## config.mk

```make
export PLATFORM = sky130hd
export DESIGN_NAME = srw_top
export DESIGN_NICKNAME = d
export VERILOG_FILES = /design/src/srw_sync.v /design/src/srw_timebase.v /design/src/srw_top.v
export VERILOG_INCLUDE_DIRS = /design/src /design/src/src
export SDC_FILE = /design/constraint.sdc
export NUM_CORES = 1
export LEC_CHECK = 0
export BUFFER_PORTS_ARGS = -buffer_cell sky130_fd_sc_hd__buf_2
export CAP_MARGIN = 5
export CORE_UTILIZATION = 63
export CTS_BUF_LIST = sky130_fd_sc_hd__clkbuf_4 sky130_fd_sc_hd__clkbuf_8 sky130_fd_sc_hd__clkbuf_16
export CTS_CLUSTER_SIZE = 14
export DETAILED_ROUTE_END_ITERATION = 10
export GPL_TIMING_DRIVEN = 0
export PLACE_DENSITY = 0.8
export SKIP_CTS_REPAIR_TIMING = 1
export SYNTH_ARGS = -nofsm -noshare
export SYNTH_HDL_FRONTEND = slang
export SYNTH_SLANG_ARGS = --single-unit
export TNS_END_PERCENT = 50
```

## constraint.sdc

```tcl
create_clock -name sys_clk_in -period 3.7 [get_ports sys_clk_in]
set_input_delay 0.74 -clock sys_clk_in [delete_from_list [all_inputs] [get_ports sys_clk_in]]
set_output_delay 0.74 -clock sys_clk_in [all_outputs]
set_load 0.1 [all_outputs]
```

## src/srw_defines.vh

```
// constants shared by the supervisor reset and watchdog block
`ifndef SRW_DEFINES_VH
`define SRW_DEFINES_VH

// ----------------------------------------------------------------
// clock and internal timebase
// ----------------------------------------------------------------
`define SRW_CLK_PERIOD_NS   8
`define SRW_TICK_NS         1000000
// 1 ms of 8 ns clock cycles, sized to the prescaler width
`define SRW_TICK_CYCLES     17'h1E848
`define SRW_TICK_W          17
`define SRW_CNT_W           16

// ----------------------------------------------------------------
// times in milliseconds and their counts in timebase ticks
// ----------------------------------------------------------------
`define SRW_RST_SHORT_MS    50
`define SRW_RST_LONG_MS     200
`define SRW_WD_LONG_MS      1600
`define SRW_WD_SHORT_MS     100
// tick counts of 1 ms each, sized to the counter width
`define SRW_RST_SHORT_TICKS 16'h0032
`define SRW_RST_LONG_TICKS  16'h00C8
`define SRW_WD_LONG_TICKS   16'h0640
`define SRW_WD_SHORT_TICKS  16'h0064

// ----------------------------------------------------------------
// external timebase defaults, counted in external clock edges
// ----------------------------------------------------------------
`define SRW_EXT_RESET_TICKS 16'h0032
`define SRW_EXT_WDOG_TICKS  16'h0640

// ----------------------------------------------------------------
// counter reset values and increment constants
// ----------------------------------------------------------------
`define SRW_CNT_ZERO        16'h0000
`define SRW_CNT_ONE         16'h0001
`define SRW_PRE_ZERO        17'h00000
`define SRW_PRE_ONE         17'h00001

`endif

```

## src/srw_sync.v

```verilog
// two-stage synchroniser with a registered any-edge detector
`timescale 1ns/1ps

module srw_sync (
    input  wire sys_clk_in,
    input  wire rst_n_in,
    input  wire async_in,
    output reg  level_out,
    output reg  edge_out
);

reg stage1;
reg stage2;

always @(posedge sys_clk_in or negedge rst_n_in) begin
    if (!rst_n_in) begin
        stage1    <= 1'b0;
        stage2    <= 1'b0;
        level_out <= 1'b0;
        edge_out  <= 1'b0;
    end else begin
        stage1    <= async_in;
        stage2    <= stage1;
        level_out <= stage2;
        edge_out  <= stage2 ^ level_out;
    end
end

endmodule

```

## src/srw_timebase.v

```verilog
// timebase tick generator: internal 1 ms prescaler or external clock edges
`timescale 1ns/1ps
`include "srw_defines.vh"

module srw_timebase #(
    parameter [`SRW_TICK_W-1:0] TICK_CYCLES = `SRW_TICK_CYCLES
) (
    input  wire sys_clk_in,
    input  wire rst_n_in,
    input  wire internal_in,
    input  wire timebase_in,
    output reg  tick_out
);

reg [`SRW_TICK_W-1:0] prescale;
reg                   int_tick;
reg                   ext_s1;
reg                   ext_s2;
reg                   ext_s3;

// ----------------------------------------------------------------
// internal oscillator prescaler
// ----------------------------------------------------------------
always @(posedge sys_clk_in or negedge rst_n_in) begin
    if (!rst_n_in) begin
        prescale <= `SRW_PRE_ZERO;
        int_tick <= 1'b0;
    end else if (prescale == TICK_CYCLES - `SRW_PRE_ONE) begin
        prescale <= `SRW_PRE_ZERO;
        int_tick <= 1'b1;
    end else begin
        prescale <= prescale + `SRW_PRE_ONE;
        int_tick <= 1'b0;
    end
end

// ----------------------------------------------------------------
// external timebase: one tick per rising edge
// ----------------------------------------------------------------
always @(posedge sys_clk_in or negedge rst_n_in) begin
    if (!rst_n_in) begin
        ext_s1   <= 1'b0;
        ext_s2   <= 1'b0;
        ext_s3   <= 1'b0;
        tick_out <= 1'b0;
    end else begin
        ext_s1   <= timebase_in;
        ext_s2   <= ext_s1;
        ext_s3   <= ext_s2;
        tick_out <= internal_in ? int_tick : (ext_s2 & ~ext_s3);
    end
end

endmodule

```

## src/srw_top.v

```verilog
// processor supervisor: supply reset stretch, watchdog, chip-enable gate
//
// Summary of operation
// - Reset output stays low as long as the main supply reads below its threshold.
// - After the supply recovers, reset is held a further 50 ms, or 200 ms in long mode, on the internal timebase; EXT_RESET_TICKS edges on the external one.
// - With no kick edge for a watchdog period, a reset pulse of 50 ms or 200 ms (EXT_RESET_TICKS edges on the external timebase) is issued.
// - While the kick input stays idle, a new reset pulse starts every watchdog period.
// - The expiry output goes low at timeout and stays low until the next kick edge, a floating kick or a low supply.
// - A floating kick input disables the watchdog: no resets and no expiry indication.
// - Gated chip-enable follows its input above threshold and is forced high below it.
// - The warning output is low while the sensed input is below 1.3 V or in backup mode, high otherwise.
// - Timebase select low uses the external timebase; high uses internal 100 ms or 1.6 s.
// - The active-high reset output is always the inverse of the active-low one.
// - Backup supply coming within 50 mV of the main supply triggers a reset pulse.
// - Backup-status output is low while the main supply is above the backup supply.
// - In backup mode kick and chip-enable are ignored, gate and expiry high, warning low.
`timescale 1ns/1ps
`include "srw_defines.vh"

module srw_top #(
    parameter [`SRW_TICK_W-1:0] TICK_CYCLES     = `SRW_TICK_CYCLES,
    parameter [`SRW_CNT_W-1:0]  EXT_RESET_TICKS = `SRW_EXT_RESET_TICKS,
    parameter [`SRW_CNT_W-1:0]  EXT_WDOG_TICKS  = `SRW_EXT_WDOG_TICKS
) (
    input  wire sys_clk_in,
    input  wire rst_n_in,
    input  wire supply_low_in,
    input  wire main_above_backup_in,
    input  wire backup_near_in,
    input  wire supply_sense_low_in,
    input  wire watchdog_kick_in,
    input  wire kick_floating_in,
    input  wire chip_enable_n_in,
    input  wire timebase_select_in,
    input  wire timebase_in,
    input  wire long_pulse_in,
    input  wire short_period_in,
    output reg  reset_n_out,
    output reg  reset_out,
    output reg  watchdog_expired_n_out,
    output reg  supply_warn_n_out,
    output reg  chip_enable_n_out,
    output reg  backup_active_out
);

localparam [`SRW_CNT_W-1:0] RST_SHORT = `SRW_RST_SHORT_TICKS;
localparam [`SRW_CNT_W-1:0] RST_LONG  = `SRW_RST_LONG_TICKS;
localparam [`SRW_CNT_W-1:0] WD_LONG   = `SRW_WD_LONG_TICKS;
localparam [`SRW_CNT_W-1:0] WD_SHORT  = `SRW_WD_SHORT_TICKS;

// terminal count test shared by both timers
function at_end;
    input [`SRW_CNT_W-1:0] count;
    input [`SRW_CNT_W-1:0] limit;
    begin
        at_end = (count == limit - `SRW_CNT_ONE);
    end
endfunction

wire                  tick;
wire                  kick_level;
wire                  kick_edge;
wire                  backup_mode;
wire                  wd_enabled;
wire [`SRW_CNT_W-1:0] reset_ticks;
wire [`SRW_CNT_W-1:0] wd_ticks;
reg  [`SRW_CNT_W-1:0] stretch_cnt;
reg                   pulse_active;
reg  [`SRW_CNT_W-1:0] wd_cnt;
reg                   wd_fire;
reg                   near_prev;
wire                  near_rise;

// ----------------------------------------------------------------
// timebase and kick synchroniser
// ----------------------------------------------------------------
srw_timebase #(
    .TICK_CYCLES (TICK_CYCLES)
) u_timebase (
    .sys_clk_in  (sys_clk_in),
    .rst_n_in    (rst_n_in),
    .internal_in (timebase_select_in),
    .timebase_in (timebase_in),
    .tick_out    (tick)
);

srw_sync u_kick_sync (
    .sys_clk_in (sys_clk_in),
    .rst_n_in   (rst_n_in),
    .async_in   (watchdog_kick_in),
    .level_out  (kick_level),
    .edge_out   (kick_edge)
);

// ----------------------------------------------------------------
// mode and period selection
// ----------------------------------------------------------------
assign backup_mode = supply_low_in & ~main_above_backup_in;
assign wd_enabled  = ~kick_floating_in & ~supply_low_in;
assign reset_ticks = timebase_select_in ? (long_pulse_in ? RST_LONG : RST_SHORT)
                                        : EXT_RESET_TICKS;
assign wd_ticks    = timebase_select_in ? (short_period_in ? WD_SHORT : WD_LONG)
                                        : EXT_WDOG_TICKS;
assign near_rise   = backup_near_in & ~near_prev;

// ----------------------------------------------------------------
// reset pulse stretcher
// ----------------------------------------------------------------
always @(posedge sys_clk_in or negedge rst_n_in) begin
    if (!rst_n_in) begin
        stretch_cnt  <= `SRW_CNT_ZERO;
        pulse_active <= 1'b1;
        near_prev    <= 1'b0;
    end else begin
        near_prev <= backup_near_in;
        if (supply_low_in) begin
            stretch_cnt  <= `SRW_CNT_ZERO;
            pulse_active <= 1'b1;
        end else if (wd_fire || near_rise) begin
            stretch_cnt  <= `SRW_CNT_ZERO;
            pulse_active <= 1'b1;
        end else if (pulse_active && tick) begin
            if (at_end(stretch_cnt, reset_ticks)) begin
                stretch_cnt  <= `SRW_CNT_ZERO;
                pulse_active <= 1'b0;
            end else begin
                stretch_cnt <= stretch_cnt + `SRW_CNT_ONE;
            end
        end
    end
end

// ----------------------------------------------------------------
// watchdog period counter
// ----------------------------------------------------------------
// the counter keeps running through its own reset pulse so that an
// idle kick yields one pulse per watchdog period
always @(posedge sys_clk_in or negedge rst_n_in) begin
    if (!rst_n_in) begin
        wd_cnt  <= `SRW_CNT_ZERO;
        wd_fire <= 1'b0;
    end else if (!wd_enabled || kick_edge) begin
        wd_cnt  <= `SRW_CNT_ZERO;
        wd_fire <= 1'b0;
    end else if (tick && at_end(wd_cnt, wd_ticks)) begin
        wd_cnt  <= `SRW_CNT_ZERO;
        wd_fire <= 1'b1;
    end else begin
        if (tick) begin
            wd_cnt <= wd_cnt + `SRW_CNT_ONE;
        end
        wd_fire <= 1'b0;
    end
end

// ----------------------------------------------------------------
// output registers
// ----------------------------------------------------------------
always @(posedge sys_clk_in or negedge rst_n_in) begin
    if (!rst_n_in) begin
        reset_n_out            <= 1'b0;
        reset_out              <= 1'b1;
        watchdog_expired_n_out <= 1'b1;
        supply_warn_n_out      <= 1'b1;
        chip_enable_n_out      <= 1'b1;
        backup_active_out      <= 1'b0;
    end else begin
        reset_n_out <= ~(supply_low_in | pulse_active);
        reset_out   <= supply_low_in | pulse_active;
        if (!wd_enabled || kick_edge) begin
            watchdog_expired_n_out <= 1'b1;
        end else if (wd_fire) begin
            watchdog_expired_n_out <= 1'b0;
        end
        supply_warn_n_out <= backup_mode ? 1'b0 : ~supply_sense_low_in;
        chip_enable_n_out <= supply_low_in ? 1'b1 : chip_enable_n_in;
        backup_active_out <= ~main_above_backup_in;
    end
end

endmodule
```

; ---- After elaboration in Yosys (flattened, before gate mapping)
; Index checks and enable logic that the tools add are counted.
[word_totals]
reg_bits = 67
input_bits = 13
output_inout_bits = 6
elab_cells = 76
[classes]
n_addsub = 5
n_eq_ne = 3
muxes = 24
bitwise_logic = 13
reduce_logical = 10
[ops]
columns = op, n
row1 = 2-to-1 mux 16 bit, 7
row2 = "adder 16 x 1 -> 16 bit, second input constant", 2
row3 = equality test 16 bit, 2
row4 = 2-to-1 mux 11 bit, 2
row5 = "adder 17 x 1 -> 17 bit, second input constant", 1
row6 = "equality test 17 bit, second input constant", 1
row7 = 2-to-1 mux 17 bit, 1
row8 = 2-to-1 mux 8 bit, 2
row9 = 2-to-1 mux 1 bit, 12
row10 = "subtractor 11 x 1 -> 12 bit, second input constant", 1
row11 = nonzero test 3 bit, 3
row12 = "subtractor 8 x 1 -> 9 bit, second input constant", 1
row13 = NOT 1 bit, 7
row14 = AND 1 bit, 4
row15 = logical AND 1 bit, 2
row16 = logical OR 1 bit, 2
row17 = AND reduction 2 bit, 1
row18 = nonzero test 2 bit, 1
row19 = logical NOT 1 bit, 1
row20 = OR 1 bit, 1
row21 = bitwise XOR 1 bit, 1

; ---- Depth between registers and ports, before layout
; Gate-level depths: netlist of run 1.
[logic_depth]
depth_word = 8
depth_mapped = 7

; ---- Cells and area by module
; Synthesis of run 1 repeated with hierarchy kept, for this count alone.
[hier_totals]
hier_cells = 305
hier_area_um2 = 3155.5
[modules_own_cells]
columns = mod, n_inst, cells_per_inst, area_each_um2
row1 = srw_top, 1, 216, 2073.2
row2 = srw_timebase, 1, 84, 973.4
row3 = srw_sync, 1, 5, 108.9

; ---- Worst setup path before layout of run 1
; OpenSTA, ideal clock, no wires.
[synth_timing]
kind = input-to-reg
startpoint = in supply_low_in
endpoint = reg stretch_cnt[5]
setup_ps = 125
arrival_ps = 2023
slack_ps = 1553
cell_stages = 6
path_buffers = 2
cell_sequence = clkbuf_1 > nor4b_1 > clkbuf_1 > nor4_1 > a41oi_1 > nand2_1
[synth_via]
elab_chain_cells = 1
[synth_rtl]
columns = item, line_no
row1 = start: declaration, srw_top.v:27  ; input wire supply_low_in,
row2 = nonzero test 3 bit (no line) / 2-to-1 mux 16 bit (equally long branches), --
row3 = end signal: assignment, srw_top.v:111  ; stretch_cnt <= `SRW_CNT_ZERO;
row4 = end signal: assignment, srw_top.v:117  ; stretch_cnt <= `SRW_CNT_ZERO;
row5 = end signal: assignment, srw_top.v:120  ; stretch_cnt <= `SRW_CNT_ZERO;
row6 = end: declaration, srw_top.v:67  ; reg [`SRW_CNT_W-1:0] stretch_cnt;
; Several ways; a longest one is shown, not always the timed one.
; A chain may end at the register's enable or synchronous reset.

; ---- Final worst setup path of run 1
[layout_timing]
startpoint = reg u_timebase.tick_out
endpoint = reg stretch_cnt[5]
[layout_via]
elab_chain_cells = 2
[layout_rtl]
columns = item, line_no
row1 = start: declaration, srw_timebase.v:12  ; output reg tick_out
row2 = start signal: assignment, srw_timebase.v:50  ; tick_out <= internal_in ? int_tick : (ext_s2 & ~ext_s3);
row3 = logical AND 1 bit, srw_top.v:122  ; end else if (pulse_active && tick) begin
row4 = nonzero test 3 bit (no line), --
row5 = end signal: assignment, srw_top.v:120
row6 = end signal: assignment, srw_top.v:124  ; stretch_cnt <= `SRW_CNT_ZERO;
row7 = end signal: assignment, srw_top.v:127  ; stretch_cnt <= stretch_cnt + `SRW_CNT_ONE;
; No other way between the ends.

==> metrics.yaml, run 1 <==
drt:
  drc: 0
  wl_per_cell_microns: 14.94
  top_layer: "met4"
  wl_met1_microns: 2836
  viasPerCell: 5.998
  wl_met2_microns: 2911
  drt_first_pass_iters: 5
  first_iter_violations: 259
  ant_nets: 0
  wl_met3_microns: 450
  routed_wirelength_microns: 6274
  via_count: 2519
power:
  power_frac_comb_pct: 5.5
  p_int_uw: 1096
  vdd_drop_max_mv: 0.3641
  clockPowerShare_pct: 42.2
  p_per_area_mw_per_mm2: 406.4
  leakagePower_uw: 0.001531
  seq_power_share_pct: 52.3
  p_total_uw: 1437
  power.net_switching_uw: 340.6
  swShare_pct: 23.71
synth:
  yosys-top-cells-area: "dfrtp_1, xor2_1, nand2_1"
  post-synth-top-count-cell: "dfrtp_1"
  avgSynthCellArea_sq_um: 9.892
  yosysTopAreaCell: "dfrtp_1"
  synth_common_cells: "dfrtp_1, nand2_1, nor2_1, nand3_1, xor2_1"
  syn-num-nets: 336
  ys_ff_latch: 67
  yosysUniqueCellTypes: 42
  yosysWarningCount: 0
  synth_edf_count: 0
  ys.flop_type: "dfrtp_1"
  synthCells: 320
  syn_area_sq_mm: 0.003166
  async_reset_ff_share_pct: 100.0
  seq_area_frac_synth_pct: 53.16
  synth_top_area_share_pct: 49.01
setup_path:
  startpoint_type: "flip-flop"
  crit_buf_inv: 2
  crit_required_ns: 3.92
  cp.arrival_ns: 2.52
  critical_path.cell_chain: "clkbuf_1, nand2_1, nor4b_1, clkbuf_1, nor4_1, a41oi_1, nand2_1"
  cp-end-kind: "flip-flop"
  path_delay_family: "simple AND/OR/NAND/NOR gates"
  max_stage_delay_ns: 0.67
  criticalPathCategory: "reg2reg"
  crit_fanout: 10
  slowest_stage: "nor4b_1"
floorplanning:
  start_util_pct: 66.14
  core_area_sq_mm: 0.004786
  num_rows: 25
  boundaryPins: 19
  die-area_sq_mm: 0.005312
  die_height_microns: 72.89
  fp.dieW_microns: 72.89
clocking:
  clk_latency_ns: 0.34
  htreeDepth: 3
  cts-root-buf: "clkbuf_8"
  clock_sinks: 67
  clock_path_buffers: 2
  cts_tree: "yes"
  path_clk_slew_ns: 0.07
  numCtsBuffers: 9
finish:
  nNetsFinal: 364
  drive_above_1_share_pct: 12.75
  finalNonFillerCells: 420
  finalInstanceArea_sq_mm: 0.003535
  antennaDiodeCount: 0
  nFillCells: 353
  largest_reg_flops: 17
  top_register: "u_timebase.prescale"
  reg_top3: "u_timebase.prescale (17), stretch_cnt (16), wd_cnt (16)"
  area_growth_pct: 11.66
  fin_util_pct: 73.86
worst_hold_path:
  hold_class: "reg2reg"
timing:
  layout_min_cycle_time_ns: 2.302
  fmax_mhz: 434.5
  finalHoldViolations: 0
  rsz0062_at_grt: "no"
  fin_worst_skew_ns: 0.005702
  fin_tns_setup_ns: 0
  fin_crit_sh_pct: 62.21
  report.final.slew_viol_count: 0
  finalSetupViolCount: 0
  worst_pin_slew_ns: 0.8019
  relSlewSlack_pct: 45.78
placement:
  port-buffer-count: 17
  dpl.hpwl_microns: 4261
  dp.cells: 404
  placed_cell_area_sq_mm: 0.003337
  gp_congestion: 0.9226
run:
  cap_violations: 0
grt:
  antenna_found_initial: 0
  track_usage_pct: 27.87
  grt_pass1_wl_microns: 11140
  grt_max_degree: 68
  first_global_vias: 2400
  grt-ovfl-total: 0
run_status:
  outcome: "finished clean"
-- power groups by stage --
stage | Combinational [uW] | Clock (uW) | Sequential (uW)
after floorplan | 32.0 | 0 | 777
after global placement | 78.2 | 0 | 765
after detailed placement | 79.6 | 0 | 765
after CTS | 80.0 | 609 | 751
after global routing | 89.6 | 645 | 752
final | 79.3 | 606 | 751
-- metrics by stage --
stage | setup slack, ns | hold WS, ns
floorplan | 1.553 | 0.3312
finish | 1.398 | 0.3506
CTS | 1.452 | 0.3543
detailed placement | 1.133 | 0.3396
global route | 1.116 | 0.3570
global placement | 1.126 | 0.3335
-- layout by cell type, fill, tap and decap left out, types with 11 or more instances in the layout --
cell type	count
xor2_1	18
nand2_1	37
dfrtp_1	62
clkbuf_1	12
nor2_1	33
buf_2	17
nor4_1	12
nand3_1	22
xnor2_1	11
nand4_1	15
-- logic make-up after synthesis --
kind of cell	synth area share (%)
simple gates	27.43
buf+inv	2.767
fa+ha+maj	1.186
compound gates	6.166
xor+xnor	8.024
mux	1.265
flops	53.16
-- worst paths after layout --
check / startpoint / endpoint / slack [ns] / depth (start not counted)
hold / removal: u_kick_sync.stage1$_DFF_PN0_ / u_kick_sync.stage2$_DFF_PN0_ / 0.35 / 0
hold reg to reg: u_kick_sync.stage1$_DFF_PN0_ / u_kick_sync.stage2$_DFF_PN0_ / 0.35 / 0
setup reg to reg: u_timebase.tick_out$_DFF_PN0_ / stretch_cnt[5]$_DFFE_PN0P_ / 1.40 / 7
min in group asynchronous: rst_n_in / stretch_cnt[12]$_DFFE_PN0P_ / 0.48 / 1
setup / recovery: u_timebase.tick_out$_DFF_PN0_ / stretch_cnt[5]$_DFFE_PN0P_ / 1.40 / 7
max in group asynchronous: rst_n_in / stretch_cnt[4]$_DFFE_PN0P_ / 2.68 / 1
-- final cells by class --
class	count	area (sq um)	share of cell area, %
Clock inverter	5	52.55	1.487
Multi-Input combinational cell	230	1395	39.47
Tap cell	67	83.83	2.372
Clock buffer	11	145.1	4.106
Timing Repair Buffer	17	87.58	2.478
Buffer	13	50.05	1.416
Sequential cell	67	1683	47.61
Inverter	10	37.54	1.062
-- routing by layer --
metal / up-vias / track usage [%]
li1: 1197 / -
met3: 9 / 6.354
met2: 105 / 39.67
met5: - / 0
met1: 1208 / 40.69
met4: 0 / 13.07
-- worst reg2reg max path: cells and delay by family, from the launching register on --
| kind | cells | cell delay (ns) |
|---|---|---|
| simple gates | 4 | 0.98 |
| buf+inv | 2 | 0.65 |
| flops | 1 | 0.37 |
| compound gates | 1 | 0.17 |
Power figures use the tool's default switching activity.
==> run 2, diff against run 1 <==
Settings changed: CORE_UTILIZATION 63 to 54, PLACE_DENSITY 0.8 to 0.73.
Clock period 3.7 ns to 2.05 ns, I/O delays scaled along.
==> run 2 against run 1 <==
Against the previous run: combinational power increased by 93%; hold slack got worse by 0.21 ns; utilization decreased by 8.0 points; sequential share of layout area decreased by 1.8 points; first-iteration DRC count increased by 10%; clock power increased by 98%; total power increased by 88%; worst setup slack got worse by 1.4 ns.
==> metrics.yaml, run 2 (synthesis gave the netlist of run 1 again) <==
run_status:
  outcome: "finished clean"
setup_path:
  cp.arrival_ns: 2.26
  cp-end-kind: "flip-flop"
  startpoint_type: "flip-flop"
  crit_buf_inv: 0
  path_delay_family: "simple AND/OR/NAND/NOR gates"
  slowest_stage: "or4_1"
  crit_fanout: 7
  max_stage_delay_ns: 0.51
  crit_required_ns: 2.27
  criticalPathCategory: "reg2reg"
  critical_path.cell_chain: "or4_1, or4_4, nor3_4, nand2b_4, mux2i_1"
timing:
  fin_crit_sh_pct: 99.10
  finalSetupViolCount: 0
  fin_worst_skew_ns: 0.009638
  finalHoldViolations: 0
  fmax_mhz: 492.2
  worst_pin_slew_ns: 0.8230
  fin_tns_setup_ns: 0
  rsz0062_at_grt: "yes"
  layout_min_cycle_time_ns: 2.032
  relSlewSlack_pct: 45.13
  hold_slack_ns: 0.1384
  setup_slack_ns: 0.01845
  report.final.slew_viol_count: 0
drt:
  drt_first_pass_iters: 8
  drc: 0
  ant_nets: 0
  viasPerCell: 5.933
  wl_per_cell_microns: 15.03
  via_count: 2563
  first_iter_violations: 286
  routed_wirelength_microns: 6494
power:
  p_total_uw: 2705
  p_per_area_mw_per_mm2: 736.7
  leakagePower_uw: 0.001590
  vdd_drop_max_mv: 0.6710
grt:
  grt_max_degree: 68
  grt_pass1_wl_microns: 11250
  antenna_found_initial: 0
  grt-ovfl-total: 0
  track_usage_pct: 24.03
  first_global_vias: 2423
clocking:
  htreeDepth: 3
  path_clk_slew_ns: 0.07
  cts-root-buf: "clkbuf_8"
  clock_sinks: 67
  clock_path_buffers: 2
  cts_tree: "yes"
  numCtsBuffers: 9
  clk_latency_ns: 0.35
finish:
  area_growth_pct: 15.97
  antennaDiodeCount: 0
  largest_reg_flops: 17
  reg_top3: "u_timebase.prescale (17), stretch_cnt (16), wd_cnt (16)"
  layout_commonest_cell: "dfrtp_1"
  top_register: "u_timebase.prescale"
  nFillCells: 471
  final_cell_mix: "dfrtp_1, nand2_1, nor2_1"
  finalNonFillerCells: 432
  drive_above_1_share_pct: 16.94
  nNetsFinal: 371
placement:
  dp.cells: 409
  port-buffer-count: 17
  dpl.hpwl_microns: 4291
  pre_cts_ws_ns: -0.1641
  gp_congestion: 0.8617
floorplanning:
  die-area_sq_mm: 0.006172
  core_area_sq_mm: 0.005574
  die_height_microns: 78.57
  fp.dieW_microns: 78.57
  num_rows: 27
  boundaryPins: 19
  start_util_pct: 56.79
worst_hold_path:
  hold_class: "in2async"
run:
  cap_violations: 0
-- run 2: final cells by class --
type / count / area (sq um) / share of cell area [%]
plain buffers: 12 / 51.30 / 1.397
clock buffers: 9 / 123.9 / 3.374
repair buffers: 25 / 147.6 / 4.022
inverters: 10 / 37.54 / 1.022
well taps: 72 / 90.09 / 2.454
multi-input cells: 230 / 1445 / 39.37
clock inverters: 7 / 92.59 / 2.522
flip-flops and latches: 67 / 1683 / 45.84
-- run 2: final timing paths --
path | slack (ns) | start | to | cells after the start
setup / recovery | 0.02 | u_timebase.prescale[10]$_DFF_PN0_ | u_timebase.prescale[15]$_DFF_PN0_ | 5
hold / removal | 0.14 | rst_n_in | stretch_cnt[3]$_DFFE_PN0P_ | 1
setup reg to reg | 0.02 | u_timebase.prescale[10]$_DFF_PN0_ | u_timebase.prescale[15]$_DFF_PN0_ | 5
hold reg to reg | 0.36 | u_timebase.ext_s1$_DFF_PN0_ | u_timebase.ext_s2$_DFF_PN0_ | 0
max in group asynchronous | 1.35 | rst_n_in | u_timebase.prescale[15]$_DFF_PN0_ | 1
min in group sys_clk_in | 0.16 | supply_sense_low_in | supply_warn_n_out$_DFF_PN1_ | 2
-- run 2: per-stage QoR --
step                instance area [sq um]  utilization [%]
floorplan                            3166                -
global placement                     3341            59.93
detailed placement                   3343            59.98
CTS                                  3560            63.86
global route                         3671            65.86
finish                               3671            65.86
-- run 2: layer usage --
| layer | global-route usage (%) | up-vias | share of wire, % |
|---|---|---|---|
| met2 | 34.43 | 82 | 47 |
| met3 | 5.581 | 13 | 4.9 |
| met5 | 0 | - | 0 |
| met1 | 33.82 | 1253 | 46 |
| li1 | - | 1215 | - |
| met4 | 12.59 | 0 | 2.0 |
-- run 2: report_power, final --
part           internal, uW  total (uW)  leakage, uW  switching, uW
clock                   679        1200     0.000101            516
sequential             1340        1360     0.000882           14.6
combinational          40.0         153     0.000607            113
total                  2060        2700      0.00159            644
==> run 3, diff against run 2 <==
Settings changed: RECOVER_POWER set to 50.
==> run 3 against run 2 <==
Against the previous run: the run now ends with capacitance limit, slew limit left; via count grew 0.12%; clock skew about the same; sequential power hardly changed; sequential share of layout area is essentially flat; register-to-register slack is essentially flat; global-route usage unchanged; clock power barely moved; design area barely moved; non-clock buffer count stayed put; total power about the same; utilization about the same; first-iteration DRC count stayed put; largest power group unchanged.
==> metrics.yaml, run 3 (synthesis gave the netlist of run 1 again) <==
placement:
  port-buffer-count: 17
  gp_congestion: 0.8617
  pre_cts_ws_ns: -0.1641
  dpl.hpwl_microns: 4291
floorplanning:
  fp.dieW_microns: 78.57
  die_height_microns: 78.57
  start_util_pct: 56.79
  die-area_sq_mm: 0.006172
  boundaryPins: 19
  num_rows: 27
  core_area_sq_mm: 0.005574
timing:
  report.final.slew_viol_count: 68
  fin_crit_sh_pct: 99.14
  rsz0062_at_grt: "yes"
  fin_worst_skew_ns: 0.009614
  fmax_mhz: 492.1
  worst_pin_slew_ns: 1.614
  layout_min_cycle_time_ns: 2.032
  finalSetupViolCount: 0
  hold_slack_ns: 0.1634
  relSlewSlack_pct: -7.567
  finalHoldViolations: 0
  setup_slack_ns: 0.01770
drt:
  drc: 0
  via_count: 2566
  drt_first_pass_iters: 8
  first_iter_violations: 286
  routed_wirelength_microns: 6508
  wl_per_cell_microns: 15.06
  viasPerCell: 5.940
  ant_nets: 0
finish:
  layout_commonest_cell: "dfrtp_1"
  largest_reg_flops: 17
  final_cell_mix: "dfrtp_1, nand2_1, nor2_1"
  area_growth_pct: 15.89
  top_register: "u_timebase.prescale"
  antennaDiodeCount: 0
  drive_above_1_share_pct: 16.94
  reg_top3: "u_timebase.prescale (17), stretch_cnt (16), wd_cnt (16)"
  nNetsFinal: 371
setup_path:
  cp.arrival_ns: 2.26
  path_delay_family: "simple AND/OR/NAND/NOR gates"
  crit_buf_inv: 0
  r2r_end: "u_timebase.prescale[15]$_DFF_PN0_"
  criticalPathCategory: "reg2reg"
  startpoint_type: "flip-flop"
  reg2reg_setup_slack_ns: 0.02
  crit_fanout: 7
  cp-end-kind: "flip-flop"
  max_stage_delay_ns: 0.51
  r2r_cells: 5
  r2r_start: "u_timebase.prescale[10]$_DFF_PN0_"
  slowest_stage: "or4_1"
  crit_required_ns: 2.28
  critical_path.cell_chain: "or4_1, or4_4, nor3_4, nand2b_4, mux2i_1"
power:
  p_per_area_mw_per_mm2: 736.8
  power_frac_comb_pct: 5.6
  leakagePower_uw: 0.001589
  seq_power_share_pct: 50.2
  p_int_uw: 2061
  power.net_switching_uw: 642.6
  swShare_pct: 23.77
  vdd_drop_max_mv: 0.6710
  clockPowerShare_pct: 44.2
worst_hold_path:
  hold_class: "in2reg"
  min-delay-start: "supply_sense_low_in"
  hold_path_depth: 2
  min_to: "supply_warn_n_out$_DFF_PN1_"
grt:
  grt_pass1_wl_microns: 11250
  antenna_found_initial: 0
  track_usage_pct: 24.03
  grt-ovfl-total: 0
  grt_max_degree: 68
  first_global_vias: 2423
clocking:
  htreeDepth: 3
  clk_latency_ns: 0.35
  path_clk_slew_ns: 0.08
  clock_path_buffers: 2
  cts-root-buf: "clkbuf_8"
  clock_sinks: 67
  cts_tree: "yes"
  numCtsBuffers: 9
run:
  cap_violations: 1
run_status:
  violations: "capacitance limit, slew limit"
  outcome: "complete, but fails checks"
[run 3: cell types whose count changed in the layout (fill, tap and decap cells not counted)]
cell and delta:
buf_4 -1, clkbuf_2 +1
[run 3: per-layer routing]
metal	vias to the layer above	track usage (%)	share of wire, %
met5	-	0	0
met4	0	12.59	2.2
met2	87	34.43	47
met3	16	5.581	5.1
met1	1248	33.82	46
li1	1215	-	-
[run 3: area by class of cell]
cell class / count / area [sq um]
well taps: 72 / 90.09
clock inverters: 7 / 92.59
plain buffers: 12 / 51.30
repair buffers: 25 / 145.1
flip-flops and latches: 67 / 1683
inverters: 10 / 37.54
fillers: 472 / 1906
multi-input cells: 230 / 1445
clock buffers: 9 / 123.9
[run 3: power groups by stage]
stage,Clock [uW],Sequential (uW),Combinational [uW]
floorplan,0,1400,57.8
global route,1290,1360,171
detailed placement,0,1380,145
CTS,1220,1360,145
finish,1190,1360,152
global placement,0,1380,141
[run 3: worst max path at each step]
stage                                      start                                 to  cells past startpoint
2_1_floorplan   u_timebase.prescale[8]$_DFF_PN0_  u_timebase.prescale[15]$_DFF_PN0_                      5
3_3_place_gp       u_timebase.tick_out$_DFF_PN0_         stretch_cnt[5]$_DFFE_PN0P_                      7
3_5_place_dp       u_timebase.tick_out$_DFF_PN0_         stretch_cnt[3]$_DFFE_PN0P_                      7
4_1_cts            u_timebase.tick_out$_DFF_PN0_         stretch_cnt[3]$_DFFE_PN0P_                      7
5_1_grt        u_timebase.prescale[10]$_DFF_PN0_  u_timebase.prescale[15]$_DFF_PN0_                      5
6_report       u_timebase.prescale[10]$_DFF_PN0_  u_timebase.prescale[15]$_DFF_PN0_                      5
[run 3: per-stage QoR]
step	cell area, sq um	total power, uW	setup TNS (ns)	utilization (%)	std cells
floorplan	3166	1461	0	-	320
global placement	3341	1522	-1.638	59.93	409
detailed placement	3343	1526	-1.809	59.98	409
CTS	3560	2723	-2.299	63.86	425
global route	3669	2817	-0.1423	65.81	432
finish	3669	2703	0	65.81	432
